===== src/sfcf_pkg.sv =====
package sfcf_pkg;
	// opcodes
	localparam logic [7:0] OP_WRSR = 8'h01;
	localparam logic [7:0] OP_PP = 8'h02;
	localparam logic [7:0] OP_READ = 8'h03;
	localparam logic [7:0] OP_WRDI = 8'h04;
	localparam logic [7:0] OP_RDSR = 8'h05;
	localparam logic [7:0] OP_WRITE_UNLOCK_CMD = 8'h06;
	localparam logic [7:0] OP_FAST = 8'h0B;
	localparam logic [7:0] OP_SE = 8'h20;
	localparam logic [7:0] OP_DUAL = 8'h3B;
	localparam logic [7:0] OP_UID = 8'h4B;
	localparam logic [7:0] OP_BE32 = 8'h52;
	localparam logic [7:0] OP_CE_A = 8'h60;
	localparam logic [7:0] OP_LEGID = 8'h90;
	localparam logic [7:0] OP_WAKE = 8'hAB;
	localparam logic [7:0] OP_SLEEP = 8'hB9;
	localparam logic [7:0] OP_CE_B = 8'hC7;
	localparam logic [7:0] OP_BE64 = 8'hD8;
	// byte positions within a frame (count of whole bytes seen)
	localparam logic [4:0] IDX_OPCODE = 5'h01;
	localparam logic [4:0] IDX_SR_DATA = 5'h02;
	localparam logic [4:0] IDX_AFTER_ADDR = 5'h04;
	localparam logic [4:0] IDX_AFTER_DUMMY = 5'h05;
	localparam logic [4:0] IDX_MAX = 5'h1F;
	localparam logic [4:0] UID_BYTES = 5'h10;
	localparam logic [2:0] BIT_LAST = 3'h7;
	localparam logic [2:0] DUAL_BIT_LAST = 3'h3;
	// status_byte layout
	localparam int ST_BUSY = 0;
	localparam int ST_WEL = 1;
	localparam int ST_BP_LO = 2;
	localparam int ST_BP_HI = 4;
	localparam int ST_SRP = 7;
	// apb register map
	localparam logic [7:0] REG_BUSY_TIME = 8'h00;
	localparam logic [7:0] REG_ARRAY_DATA = 8'h04;
	localparam logic [7:0] REG_STATE = 8'h08;
	localparam logic [7:0] REG_LAST_CMD = 8'h0C;
	localparam logic [15:0] BUSY_TIME_RST = 16'h0040;
	localparam logic [7:0] ARRAY_DATA_RST = 8'hFF;
	localparam logic [7:0] FILL_BYTE = 8'hFF;
	// frame phase
	typedef enum logic [2:0] {PH_IDLE, PH_OPCODE, PH_BODY, PH_SEND, PH_SKIP} sfcf_phase_t;
endpackage


===== src/sfcf_top.sv =====
// Design decisions made here: register access over APB and the register addresses.
`timescale 1ns/100ps
module sfcf_top #(
	parameter logic [7:0] MANUF_CODE = 8'hA5, // arbitrary value
	parameter logic [7:0] DEVICE_CODE = 8'h3C, // arbitrary value
	parameter logic [127:0] UNIQUE_ID = 128'h0123456789ABCDEF0F1E2D3C4B5A6978 // arbitrary
)(
	input wire logic pclk,
	input wire logic presetn,
	input wire logic psel,
	input wire logic penable,
	input wire logic pwrite,
	input wire logic [7:0] paddr,
	input wire logic [31:0] pwdata,
	output logic [31:0] prdata,
	output logic pready,
	output logic pslverr,
	input wire logic select_bar,
	input wire logic serial_clk,
	input wire logic serial_in,
	output logic serial_out,
	output logic serial_out_oe,
	output logic dual_line_0,
	output logic dual_line_0_oe
);
	import sfcf_pkg::*;

	////////////////////////////////////////////////////////////////////////////////
	// state
	typedef struct packed {
		logic sck_m; // first synchroniser stages
		logic csn_m;
		logic si_m;
		logic sck_s; // second stages
		logic csn_s;
		logic si_s;
		logic sck_d; // previous value for edges
		logic csn_d;
		sfcf_phase_t phase;
		logic [2:0] bitcnt; // bits of the current byte
		logic [4:0] idx; // whole bytes seen, saturating
		logic [7:0] shreg; // input shifter
		logic [7:0] op;
		logic [23:0] addr;
		logic busy;
		logic [15:0] bcnt; // internal cycle countdown
		logic write_latch_flag;
		logic [2:0] bp;
		logic status_protect_bit;
		logic dpd; // deep power-down
		logic [15:0] busy_time;
		logic [7:0] array_data;
		logic [7:0] last_op;
		logic [23:0] last_addr;
		logic so;
		logic so_oe;
		logic d0;
		logic d0_oe;
		logic [31:0] rdata;
		logic err;
	} sfcf_state_t;

	sfcf_state_t st; // registered state
	sfcf_state_t nx; // next state

	logic sck_rise; // serial clock edges seen in pclk domain
	logic sck_fall;
	logic csn_rise;
	logic csn_fall;
	logic [7:0] status_byte;
	logic [7:0] new_byte; // byte completing on this rising edge
	logic byte_done;
	logic dual_mode;
	logic [4:0] tx_start; // byte index where output starts
	logic [7:0] tx_byte; // byte being shifted out
	logic [3:0] uid_k;
	logic whole; // frame ended on a byte boundary
	logic exec_go; // write-type command starts internal cycle
	logic apb_setup;
	logic apb_write;

	////////////////////////////////////////////////////////////////////////////////
	// decode helpers
	always_comb
	begin
		sck_rise = st.sck_s & ~st.sck_d;
		sck_fall = ~st.sck_s & st.sck_d;
		csn_rise = st.csn_s & ~st.csn_d;
		csn_fall = ~st.csn_s & st.csn_d;
		// volatile bits come from live state, never from a write
		status_byte = 8'h00;
		status_byte[ST_BUSY] = st.busy;
		status_byte[ST_WEL] = st.write_latch_flag;
		status_byte[ST_BP_HI:ST_BP_LO] = st.bp;
		status_byte[ST_SRP] = st.status_protect_bit;
		new_byte = {st.shreg[6:0], st.si_s};
		dual_mode = (st.op == OP_DUAL) && (st.phase == PH_SEND);
		// dual output packs a byte into four clocks
		byte_done = dual_mode ? (st.bitcnt == DUAL_BIT_LAST) : (st.bitcnt == BIT_LAST);
		// where each read-type opcode starts driving
		case (st.op)
			OP_RDSR: tx_start = IDX_OPCODE;
			OP_READ: tx_start = IDX_AFTER_ADDR;
			OP_FAST, OP_DUAL, OP_UID: tx_start = IDX_AFTER_DUMMY;
			OP_WAKE, OP_LEGID: tx_start = IDX_AFTER_ADDR;
			default: tx_start = 5'h00;
		endcase
		uid_k = 4'(st.idx - IDX_AFTER_DUMMY);
		case (st.op)
			OP_RDSR: tx_byte = status_byte;
			OP_READ, OP_FAST, OP_DUAL: tx_byte = st.array_data;
			OP_UID:
				if ((st.idx - IDX_AFTER_DUMMY) < UID_BYTES)
					tx_byte = UNIQUE_ID[{~uid_k, 3'h7} -: 8];
				else
					tx_byte = FILL_BYTE;
			OP_WAKE: tx_byte = DEVICE_CODE;
			OP_LEGID: // alternate codes; address bit 0 picks the first
				if (st.idx[0] ^ st.addr[0])
					tx_byte = DEVICE_CODE;
				else
					tx_byte = MANUF_CODE;
			default: tx_byte = FILL_BYTE;
		endcase
		whole = (st.bitcnt == 3'h0);
		// write-type commands need the latch and an exact length, except page program, which needs at least one data byte
		case (st.op)
			OP_WRSR: exec_go = st.write_latch_flag && (st.idx == IDX_SR_DATA);
			OP_PP: exec_go = st.write_latch_flag && (st.idx > IDX_AFTER_ADDR);
			OP_SE, OP_BE32, OP_BE64: exec_go = st.write_latch_flag && (st.idx == IDX_AFTER_ADDR);
			OP_CE_A, OP_CE_B: exec_go = st.write_latch_flag && (st.idx == IDX_OPCODE);
			default: exec_go = 1'b0;
		endcase
		exec_go = exec_go && whole && csn_rise && (st.phase == PH_BODY);
		apb_setup = psel && !penable;
		apb_write = psel && penable && pwrite;
	end

	////////////////////////////////////////////////////////////////////////////////
	// next-state logic
	always_comb
	begin
		nx = st;
		// two flops before anything looks at a pin
		nx.sck_m = serial_clk;
		nx.csn_m = select_bar;
		nx.si_m = serial_in;
		nx.sck_s = st.sck_m;
		nx.csn_s = st.csn_m;
		nx.si_s = st.si_m;
		nx.sck_d = st.sck_s;
		nx.csn_d = st.csn_s;

		// internal cycle countdown
		if (st.busy)
		begin
			if (st.bcnt == 16'h0000)
			begin
				nx.busy = 1'b0;
				nx.write_latch_flag = 1'b0;
			end
			else
				nx.bcnt = st.bcnt - 16'h0001;
		end

		// frame sequencing
		if (csn_fall)
		begin
			nx.phase = PH_OPCODE;
			nx.bitcnt = 3'h0;
			nx.idx = 5'h00;
		end
		else if (st.csn_s)
		begin
			// frame ends: outputs released whatever bit we were on
			nx.phase = PH_IDLE;
			nx.so_oe = 1'b0;
			nx.d0_oe = 1'b0;
			if (csn_rise && whole && (st.phase == PH_BODY || st.phase == PH_SEND))
			begin
				if (st.op == OP_WRITE_UNLOCK_CMD && st.idx == IDX_OPCODE)
					nx.write_latch_flag = 1'b1;
				if (st.op == OP_WRDI && st.idx == IDX_OPCODE)
					nx.write_latch_flag = 1'b0;
				if (st.op == OP_SLEEP && st.idx == IDX_OPCODE)
					nx.dpd = 1'b1;
			end
			// wake is a read-type command: any clocked bit after opcode
			if (csn_rise && st.op == OP_WAKE && st.phase != PH_OPCODE && st.phase != PH_IDLE)
				nx.dpd = 1'b0;
			if (exec_go)
			begin
				// stays active until this cycle completes
				nx.busy = 1'b1;
				nx.bcnt = st.busy_time;
				nx.last_op = st.op;
				nx.last_addr = st.addr;
				if (st.op == OP_WRSR)
				begin
					nx.bp = st.shreg[ST_BP_HI:ST_BP_LO];
					nx.status_protect_bit = st.shreg[ST_SRP];
				end
			end
		end
		else if (sck_rise && st.phase != PH_IDLE)
		begin
			nx.shreg = new_byte;
			nx.bitcnt = byte_done ? 3'h0 : st.bitcnt + 3'h1;
			if (byte_done)
			begin
				nx.idx = (st.idx == IDX_MAX) ? IDX_MAX : st.idx + 5'h01;
				if (st.phase == PH_OPCODE)
				begin
					nx.op = new_byte;
					// busy and deep sleep filter what is accepted
					if ((st.busy && new_byte != OP_RDSR) ||
						(st.dpd && new_byte != OP_WAKE))
						nx.phase = PH_SKIP;
					else if (new_byte == OP_RDSR)
						nx.phase = PH_SEND;
					else
						nx.phase = PH_BODY;
				end
				else if (st.phase == PH_BODY)
				begin
					if (st.idx < IDX_AFTER_ADDR)
						nx.addr = {st.addr[15:0], new_byte};
					if (tx_start != 5'h00 && st.idx + 5'h01 >= tx_start)
						nx.phase = PH_SEND;
				end
			end
		end
		else if (sck_fall && st.phase == PH_SEND)
		begin
			// output changes on the falling clock, msb first
			if (dual_mode)
			begin
				nx.so = tx_byte[{~st.bitcnt[1:0], 1'b1}];
				nx.d0 = tx_byte[{~st.bitcnt[1:0], 1'b0}];
				nx.so_oe = 1'b1;
				nx.d0_oe = 1'b1;
			end
			else
			begin
				nx.so = tx_byte[~st.bitcnt];
				nx.so_oe = 1'b1;
			end
		end

		// apb: read data captured in setup, answered in access
		if (apb_setup)
		begin
			nx.rdata = 32'h0000_0000;
			nx.err = 1'b0;
			case (paddr)
				REG_BUSY_TIME: nx.rdata = {16'h0000, st.busy_time};
				REG_ARRAY_DATA: nx.rdata = {24'h000000, st.array_data};
				REG_STATE: nx.rdata = {21'h000000, st.csn_s, ~st.csn_s | st.busy, st.dpd,
					status_byte};
				REG_LAST_CMD: nx.rdata = {st.last_addr, st.last_op};
				default: nx.err = 1'b1; // unmapped
			endcase
		end
		if (apb_write)
		begin
			case (paddr)
				REG_BUSY_TIME: nx.busy_time = pwdata[15:0];
				REG_ARRAY_DATA: nx.array_data = pwdata[7:0];
				default: nx.busy_time = st.busy_time; // read-only or unmapped
			endcase
		end
	end

	////////////////////////////////////////////////////////////////////////////////
	// state register; select_bar idles high so its sync flops reset high
	always_ff @(posedge pclk or negedge presetn)
	begin
		if (!presetn)
		begin
			st <= '0;
			st.sck_m <= 1'b0;
			st.csn_m <= 1'b1;
			st.csn_s <= 1'b1;
			st.csn_d <= 1'b1;
			st.phase <= PH_IDLE;
			st.write_latch_flag <= 1'b0;
			st.busy_time <= BUSY_TIME_RST;
			st.array_data <= ARRAY_DATA_RST;
		end
		else
			st <= nx;
	end

	////////////////////////////////////////////////////////////////////////////////
	// outputs
	always_comb
	begin
		prdata = st.rdata;
		pready = 1'b1; // zero wait states
		pslverr = st.err && psel && penable;
		serial_out = st.so;
		serial_out_oe = st.so_oe;
		dual_line_0 = st.d0;
		dual_line_0_oe = st.d0_oe;
	end

	////////////////////////////////////////////////////////////////////////////////
	// checks
	a_deselect_release: assert property (@(posedge pclk) disable iff (!presetn)
		st.csn_s |=> !serial_out_oe && !dual_line_0_oe)
		else $error("output still driven after deselect");

	a_active_while_busy: assert property (@(posedge pclk) disable iff (!presetn)
		st.busy |-> ##1 (st.busy || !st.write_latch_flag))
		else $error("cycle ended without clearing latch");

	a_latch_clear_end: assert property (@(posedge pclk) disable iff (!presetn)
		$fell(st.busy) |-> !st.write_latch_flag)
		else $error("latch set after internal cycle");

	a_busy_ignore: assert property (@(posedge pclk) disable iff (!presetn)
		(st.busy && sck_rise && byte_done && st.phase == PH_OPCODE && new_byte != OP_RDSR)
		|=> st.phase == PH_SKIP)
		else $error("command accepted while busy");

	a_sleep_ignore: assert property (@(posedge pclk) disable iff (!presetn)
		(st.dpd && !(csn_rise && st.op == OP_WAKE)) |=> st.dpd && !$rose(st.busy))
		else $error("deep sleep left or cycle started");

	a_partial_byte: assert property (@(posedge pclk) disable iff (!presetn)
		(csn_rise && st.bitcnt != 3'h0) |=> !$rose(st.busy) && ($stable(st.write_latch_flag) || $fell(st.busy)))
		else $error("partial byte command executed");

	a_status_msb: assert property (@(posedge pclk) disable iff (!presetn)
		(sck_fall && !st.csn_s && st.op == OP_RDSR && st.phase == PH_SEND
		&& st.bitcnt == 3'h0) |=> serial_out == $past(status_byte[ST_SRP]) && serial_out_oe)
		else $error("status msb not presented");

	a_dual_split: assert property (@(posedge pclk) disable iff (!presetn)
		(sck_fall && !st.csn_s && dual_mode && st.bitcnt == 3'h0)
		|=> dual_line_0 == $past(tx_byte[6]) && serial_out == $past(tx_byte[7]))
		else $error("dual bit pairing wrong");

	a_write_unlock_cmd_sets: assert property (@(posedge pclk) disable iff (!presetn)
		(csn_rise && whole && st.phase == PH_BODY && st.op == OP_WRITE_UNLOCK_CMD && st.idx == IDX_OPCODE)
		|=> st.write_latch_flag ##1 st.write_latch_flag)
		else $error("write enable did not set latch");

	a_wrdi_clears: assert property (@(posedge pclk) disable iff (!presetn)
		(csn_rise && whole && st.phase == PH_BODY && st.op == OP_WRDI && st.idx == IDX_OPCODE)
		|=> !st.write_latch_flag)
		else $error("write disable did not clear latch");
endmodule


===== config.mk =====
export PLATFORM = sky130hd
export DESIGN_NAME = sfcf_top
export DESIGN_NICKNAME = d
export VERILOG_FILES = /design/src/sfcf_pkg.sv /design/src/sfcf_top.sv
export SDC_FILE = /design/constraint.sdc
export NUM_CORES = 1
export LEC_CHECK = 0
export BUFFER_PORTS_ARGS = -buffer_cell sky130_fd_sc_hd__buf_4
export CORE_ASPECT_RATIO = 1.5
export CORE_UTILIZATION = 54
export DETAILED_ROUTE_END_ITERATION = 7
export GPL_TIMING_DRIVEN = 0
export PLACE_DENSITY = 0.77
export SYNTH_ARGS = -nofsm -noshare
export SYNTH_HDL_FRONTEND = slang
export SYNTH_SLANG_ARGS = --single-unit

===== constraint.sdc =====
create_clock -name pclk -period 2.7 [get_ports pclk]
set_input_delay 0.405 -clock pclk [delete_from_list [all_inputs] [get_ports pclk]]
set_output_delay 0.405 -clock pclk [all_outputs]
set_load 0.01 [all_outputs]

Yosys cells after proc, flatten, opt, wreduce, memory -nomap -nowiden
Cells that the tools add are included.
{ "totals": {"register_bits": 175, "memories": 0, "latch_bits": 0, "in_bits": 48, "output_inout_bits": 38, "ramBits": 0, "mem_bits_ro": 0, "elab_cells": 211} }
{ "classes": {"add_sub_neg": 4, "n_mux": 53, "n_eq_ne": 35, "n_shift": 1, "bitwise_logic": 16, "n_mul": 0, "magnitude_cmp": 7, "div": 0, "reduce_logical": 65} }
{ "op_table": {"columns": ["cell", "count"], "rows": [
  ["$shiftx A135 B8 Y8 const A", 1],
  ["$pmux W32 S4", 1],
  ["$mux W24", 3],
  ["$mux W51", 1],
  ["$mux W48", 1],
  ["$mux W23", 2],
  ["$eq A8 B3 Y1 const B", 5],
  ["$eq A8 B8 Y1 const B", 5],
  ["$pmux W8 S5", 1],
  ["$mux W32", 1],
  ["$mux W3", 9],
  ["$logic_and A1 B1 Y1", 26],
  ["$eq A8 B4 Y1 const B", 3],
  ["$eq A8 B7 Y1 const B", 3],
  ["$mux W8", 3],
  ["$reduce_and A4 Y1", 5],
  ["$mux W18", 1],
  ["$mux W17", 1],
  ["$eq A8 B2 Y1 const B", 2],
  ["$eq A8 B6 Y1 const B", 2],
  ["$logic_not A16 Y1", 1],
  ["$mux W1", 16],
  ["$mux W16", 1],
  ["$sub A16 B1 Y16 const B", 1],
  ["other kinds (51)", 86]
]} }

Longest topological paths before layout
{ "logic_depth": {"depth_word": 12, "depth_mapped": 13, "depth_no_buf": 11} }

Worst setup path before layout
No wires, ideal clock.
{ "synth_timing": {"path_kind": "register to register", "startpoint": "register st[144] in the netlist's numbering", "endpoint": "register st[164] in the netlist's numbering", "arrival_time_ps": 2737, "t_required_ps": 2572, "synth_period_minus_slack_ps": 2864, "path_stages_with_launch": 12, "setup_slack_ps": -164, "setup_ps": 128, "n_path_buf": 2, "path_cell_list": "dfrtp_1 > buf_2 > or2_1 > a211oi_2 > clkbuf_1 > nor3_1 > ha_1 > a211oi_1 > a2111oi_2 > a21oi_1 > o31a_1 > mux2_1"} }
{ "synth_via": {"elab_chain_cells": 7, "elab_cells_between_ends": 18, "classes_between": "1 x order compare; 7 x eq/ne; 2 x mux; 8 x reduce/logical"} }
{ "synth_lines": {"columns": ["element", "line_no", "rtl"], "rows": [
  ["start: declaration", "sfcf_top.sv:63", "sfcf_state_t st;"],
  ["start signal: assignment", "sfcf_top.sv:291", "st <= nx;"],
  ["$eq A8 B8 Y1, or another cell as far along", "sfcf_top.sv:101", "case (st.op)"],
  ["$reduce_or A3 Y1, on equally long branches", null, null],
  ["$pmux W3 S3", "sfcf_top.sv:101", null],
  ["$ge A5 B5 Y1 or $reduce_bool A5 Y1 (tied branches)", "sfcf_top.sv:228", "if (tx_start != 5'h00 && st.idx + 5'h01 >= tx_start)"],
  ["$logic_and A1 B1 Y1", "sfcf_top.sv:228", null],
  ["$reduce_bool A4 Y1 (no source line)", null, null],
  ["$reduce_and A4 Y1 (no source line) *", null, null]
]} }
Mark *: on every way between the ends. The rest lies on a longest branch, timed or not.
A chain may end at the register's enable or synchronous reset.

Worst setup path in the final report
{ "layout_timing": {"startpoint": "register st[140] in the netlist's numbering", "endpoint": "register st[164] in the netlist's numbering"} }
Same word-level chain as after synthesis.

==> results summary <==
The cell accounting for the most synthesized area is sky130_fd_sc_hd__dfrtp_1. The number of global-route vias before repair is 6,943. The effective utilization at floorplan came out at 0.551. The total power density per cell area is 497 mW/mm2.

The fraction of the cycle the final worst path needs is 1.07. The stage delay of the slowest cell on the critical path came out at 430 ps. The critical path goes through buf_6, or3b_4, o22ai_4, and2_4, nor3_4, ha_4, a211oi_4, a2111oi_2, a21oi_1, o31a_1, mux2_4.

The path class of the tightest hold or removal check is input pin to flop. On the critical path, the stage with the largest delay is an instance of sky130_fd_sc_hd__or3b_4. TritonCTS built the clock tree. After global routing the overflow that remains totals 0. The via total after detailed routing came out at 6,908. The relative contribution of sequential cells to total power is 0.486.

The power after layout is 0.00551 W. The flow ran to the end, but the final reports show violations. Internal power comes to 0.00416 W. The sequential element share of the synthesized area came out at 0.493.

The count of buffering cells on the critical path with inverters included is 1. The end-of-flow core utilization is 0.684. The number of cell rows is 57. The weighted congestion at the end of routability-driven global placement came out at 0.951. During synthesis, Yosys emitted a total of 0 warnings. The H-tree depth came out at 4. The number of port buffers came out at 66. The combined area of the multi-input logic cells is 0.00423 mm2. The leakage power came out at 5.25 nW. The vertical extent of the die came out at 159 um.

The layout overhead on the synthesized area is 24.1%. The final reports fail on negative setup slack. The number of slew-limit violations in the final report came out at 0.

Of the total power, the clock network draws 0.477. Based on the critical path, the design can be clocked at up to 345 MHz. The first-pass GRT wire length came out at around 36,000 um. The flip-flop and latch area came out at between 0.004 and 0.005 mm2. For the pin with the worst max-slew slack, the measured transition is 970 ps. The count of unresolved DRC violations after routing is 0. For this run, the detailed router's first-pass iteration total came to 5.

Clock tree synthesis found a total of roughly 180 sinks. The clock latency on the worst-skew pair came out at 440 ps. The root buffer cell chosen for the clock tree is sky130_fd_sc_hd__clkbuf_16. For this design the total switching power over the nets is 0.00135 W.

The worst supply voltage drop on vdd came out at 0.000363 V. The endpoint kind of the worst setup timing path is a flop. Timing analysis after detailed placement gives a worst setup slack of -341 ps. The netlist area before placement is 0.00892 mm2. The number of antenna violations at the first check in global routing came out at 0.

The final total negative setup slack is -614 ps. Entering global routing, the biggest net connects 98 pins. Of the total power, combinational logic draws 0.037. The number of enable-type register cells in the synthesized netlist came out at 0.

The data required time of the worst path came out at 3030 ps. The count of nets after finishing came out at 977. The total length of routed wires is between 20,000 and 25,000 um. The width of the chip came out at 107 um. The maximum fanout count along the critical path is 5. The post-synthesis average cell area is 11.2 um2. The boundary pin count is 86. The post-route clock skew is 8.86 ps.

The number of hold violations in the final report came out at 0. The fraction of final layout cells sized beyond drive strength 1 is 0.375. The reg-to-reg setup timing slack came out at -200 ps. The fraction of post-synthesis cell area in the top cell type by area came out at 0.457.

TritonCTS created 17 clock buffers. The fill cell instance count of the final layout came out at 1,121. Headroom to the max-slew limit came out at 0.348.

The most used flip-flop cell after synthesis is sky130_fd_sc_hd__dfrtp_1. The number of maximum-capacitance violations came out at 0. Of the total power, the share spent switching nets is 0.245.

The average vias per placed instance is between 6 and 7. The clock period minus final worst setup slack came out at 2900 ps. The routed wire length per instance came out at 20.3 um. The antenna diode count came out at 0.

The area of the core is 0.0162 mm2. Setup repair after global routing could not meet its margin everywhere. Yosys attributes the largest share of cell area to sky130_fd_sc_hd__dfrtp_1 46%, sky130_fd_sc_hd__mux2_2 7.8%, sky130_fd_sc_hd__mux2_4 4.0%, sky130_fd_sc_hd__nand2_1 3.6%, sky130_fd_sc_hd__dfstp_2 3.5%.

The full die area came out at between 0.015 and 0.02 mm2. The overall track demand over capacity in global routing is 0.279. The worst endpoint data arrival time is around 3200 ps. Synthesis inferred 175 register bits.

The top cell types in the final layout, fill and taps aside, are 163 x sky130_fd_sc_hd__dfrtp_1, 133 x sky130_fd_sc_hd__buf_4, 85 x sky130_fd_sc_hd__nand2_1. The async set-or-reset flop fraction in the synthesized netlist is 1.00. The number of design-rule violations left by the first detailed-router iteration is 540.

After legalization and detailed placement, the total HPWL measured 15,100 um. The number of library cell types mapped by synthesis came out at 85. Broken down by cell family, the worst path's largest delay share belongs to compound AO/OA/AOI/OAI gates. The worst hold margin came out at 67.8 ps.

Leaving out fill and tap cells, the most frequent cell in the layout is sky130_fd_sc_hd__dfrtp_1. STA classifies the critical path startpoint as a flop. The clock passes through at most 2 buffers. The worst path setup slack after routing came out at -200 ps. The clock edge transition at the registers on the reported setup and hold paths is 70 ps. Setup violations remaining at the end of the flow were counted as 8. The class of the most critical setup path is flop to flop. The total nets after synthesis is 852.

The post-route antenna net violation count came out at 0. Synthesis produced a netlist whose cell count is 793.
## synthesized netlist by cell type (all sizes together), types with 3 or more instances
library cell,instances
nand3,14
a311oi,3
nor3,16
a22o,26
nor2,50
inv,16
or3b,3
o21ai,26
mux2,87
a211oi,4
mux2i,5
o21bai,3
nand4,5
o31ai,7
nor3b,6
or3,8
buf,53
nor4,14
dfrtp,163
a221o,3
mux4,6
and2,4
a21oi,34
clkbuf,25
or2,4
nand3b,6
ha,11
a2111oi,3
nor4b,5
a31oi,5
nor2b,3
dfstp,12
xnor2,17
a22oi,10
nand2b,11
nand2,85
and3,5
xor2,4
## power groups by stage
stage | Clock, W | Combinational (W) | Sequential, W
after floorplan | 0 | 0.0000826 | 0.00271
after global placement | 0 | 0.000194 | 0.00272
after detailed placement | 0 | 0.000203 | 0.00272
after CTS | 0.00265 | 0.000208 | 0.00267
after global routing | 0.00275 | 0.000227 | 0.00267
final | 0.00263 | 0.000205 | 0.00267
## final timing paths
kind	start	depth (start not counted)	endpoint
min in group asynchronous	presetn	2	nx[169]
max reg2reg	st[140]	11	st[164]
max in group asynchronous	presetn	3	st[105]
max	st[140]	11	st[164]
min	serial_clk	1	nx[171]
min reg2reg	nx[169]	0	new_byte[0]
## per-layer routing
metal | track usage | wire length [um] | vias to the layer above | share of wire
met1 | 0.326 | 8550 | 3387 | 0.37
li1 | - | - | 3078 | -
met5 | 0 | 0 | - | 0
met4 | 0.172 | 1300 | 0 | 0.056
met2 | 0.468 | 12000 | 343 | 0.52
met3 | 0.0532 | 1320 | 100 | 0.057
## registers in the layout, summed over array words and instances (netlist names)
name / cells
dual_line_0: 1
dual_line_0_oe: 1
new_byte: 8
nx: 5
prdata: 32
serial_out: 1
serial_out_oe: 1
st: 126
## per-stage QoR
stage | instances | cell area, um2
2_1_floorplan | 793 | 8940
3_5_place_dp | 1066 | 9730
5_1_grt | 1137 | 11100
4_1_cts | 1130 | 10800
6_report | 1137 | 11100
3_3_place_gp | 1065 | 9700
## final cells by class
| type | instances | area share |
|---|---|---|
| flip-flops and latches | 175 | 0.397 |
| clock inverters | 15 | 0.0193 |
| well taps | 206 | 0.0233 |
| multi-input cells | 524 | 0.382 |
| inverters | 16 | 0.00543 |
| clock buffers | 17 | 0.0384 |
| repair buffers | 112 | 0.0870 |
| plain buffers | 72 | 0.0471 |
## cells by family after synthesis
| group | share of synthesized area |
|---|---|
| other | 0.000421 |
| flip-flops | 0.493 |
| AND/OR/NAND/NOR | 0.146 |
| adder cells (fa/ha/maj) | 0.0154 |
| AO/OA/AOI/OAI | 0.119 |
| multiplexers | 0.141 |
| buffers and inverters | 0.0643 |
| XOR/XNOR | 0.0206 |
## repair_timing
| action | in CTS | in global routing |
|---|---|---|
| buffers inserted | 32 | 15 |
| hold endpoints to repair | 66 | 0 |
| setup endpoints to repair | 89 | 88 |
| resized for setup | 31 | 43 |
| pin swaps | 13 | 15 |
| hold buffers | 1 | 0 |
| gates cloned | 1 | 1 |
No activity file was read; power rests on OpenSTA's default activity.
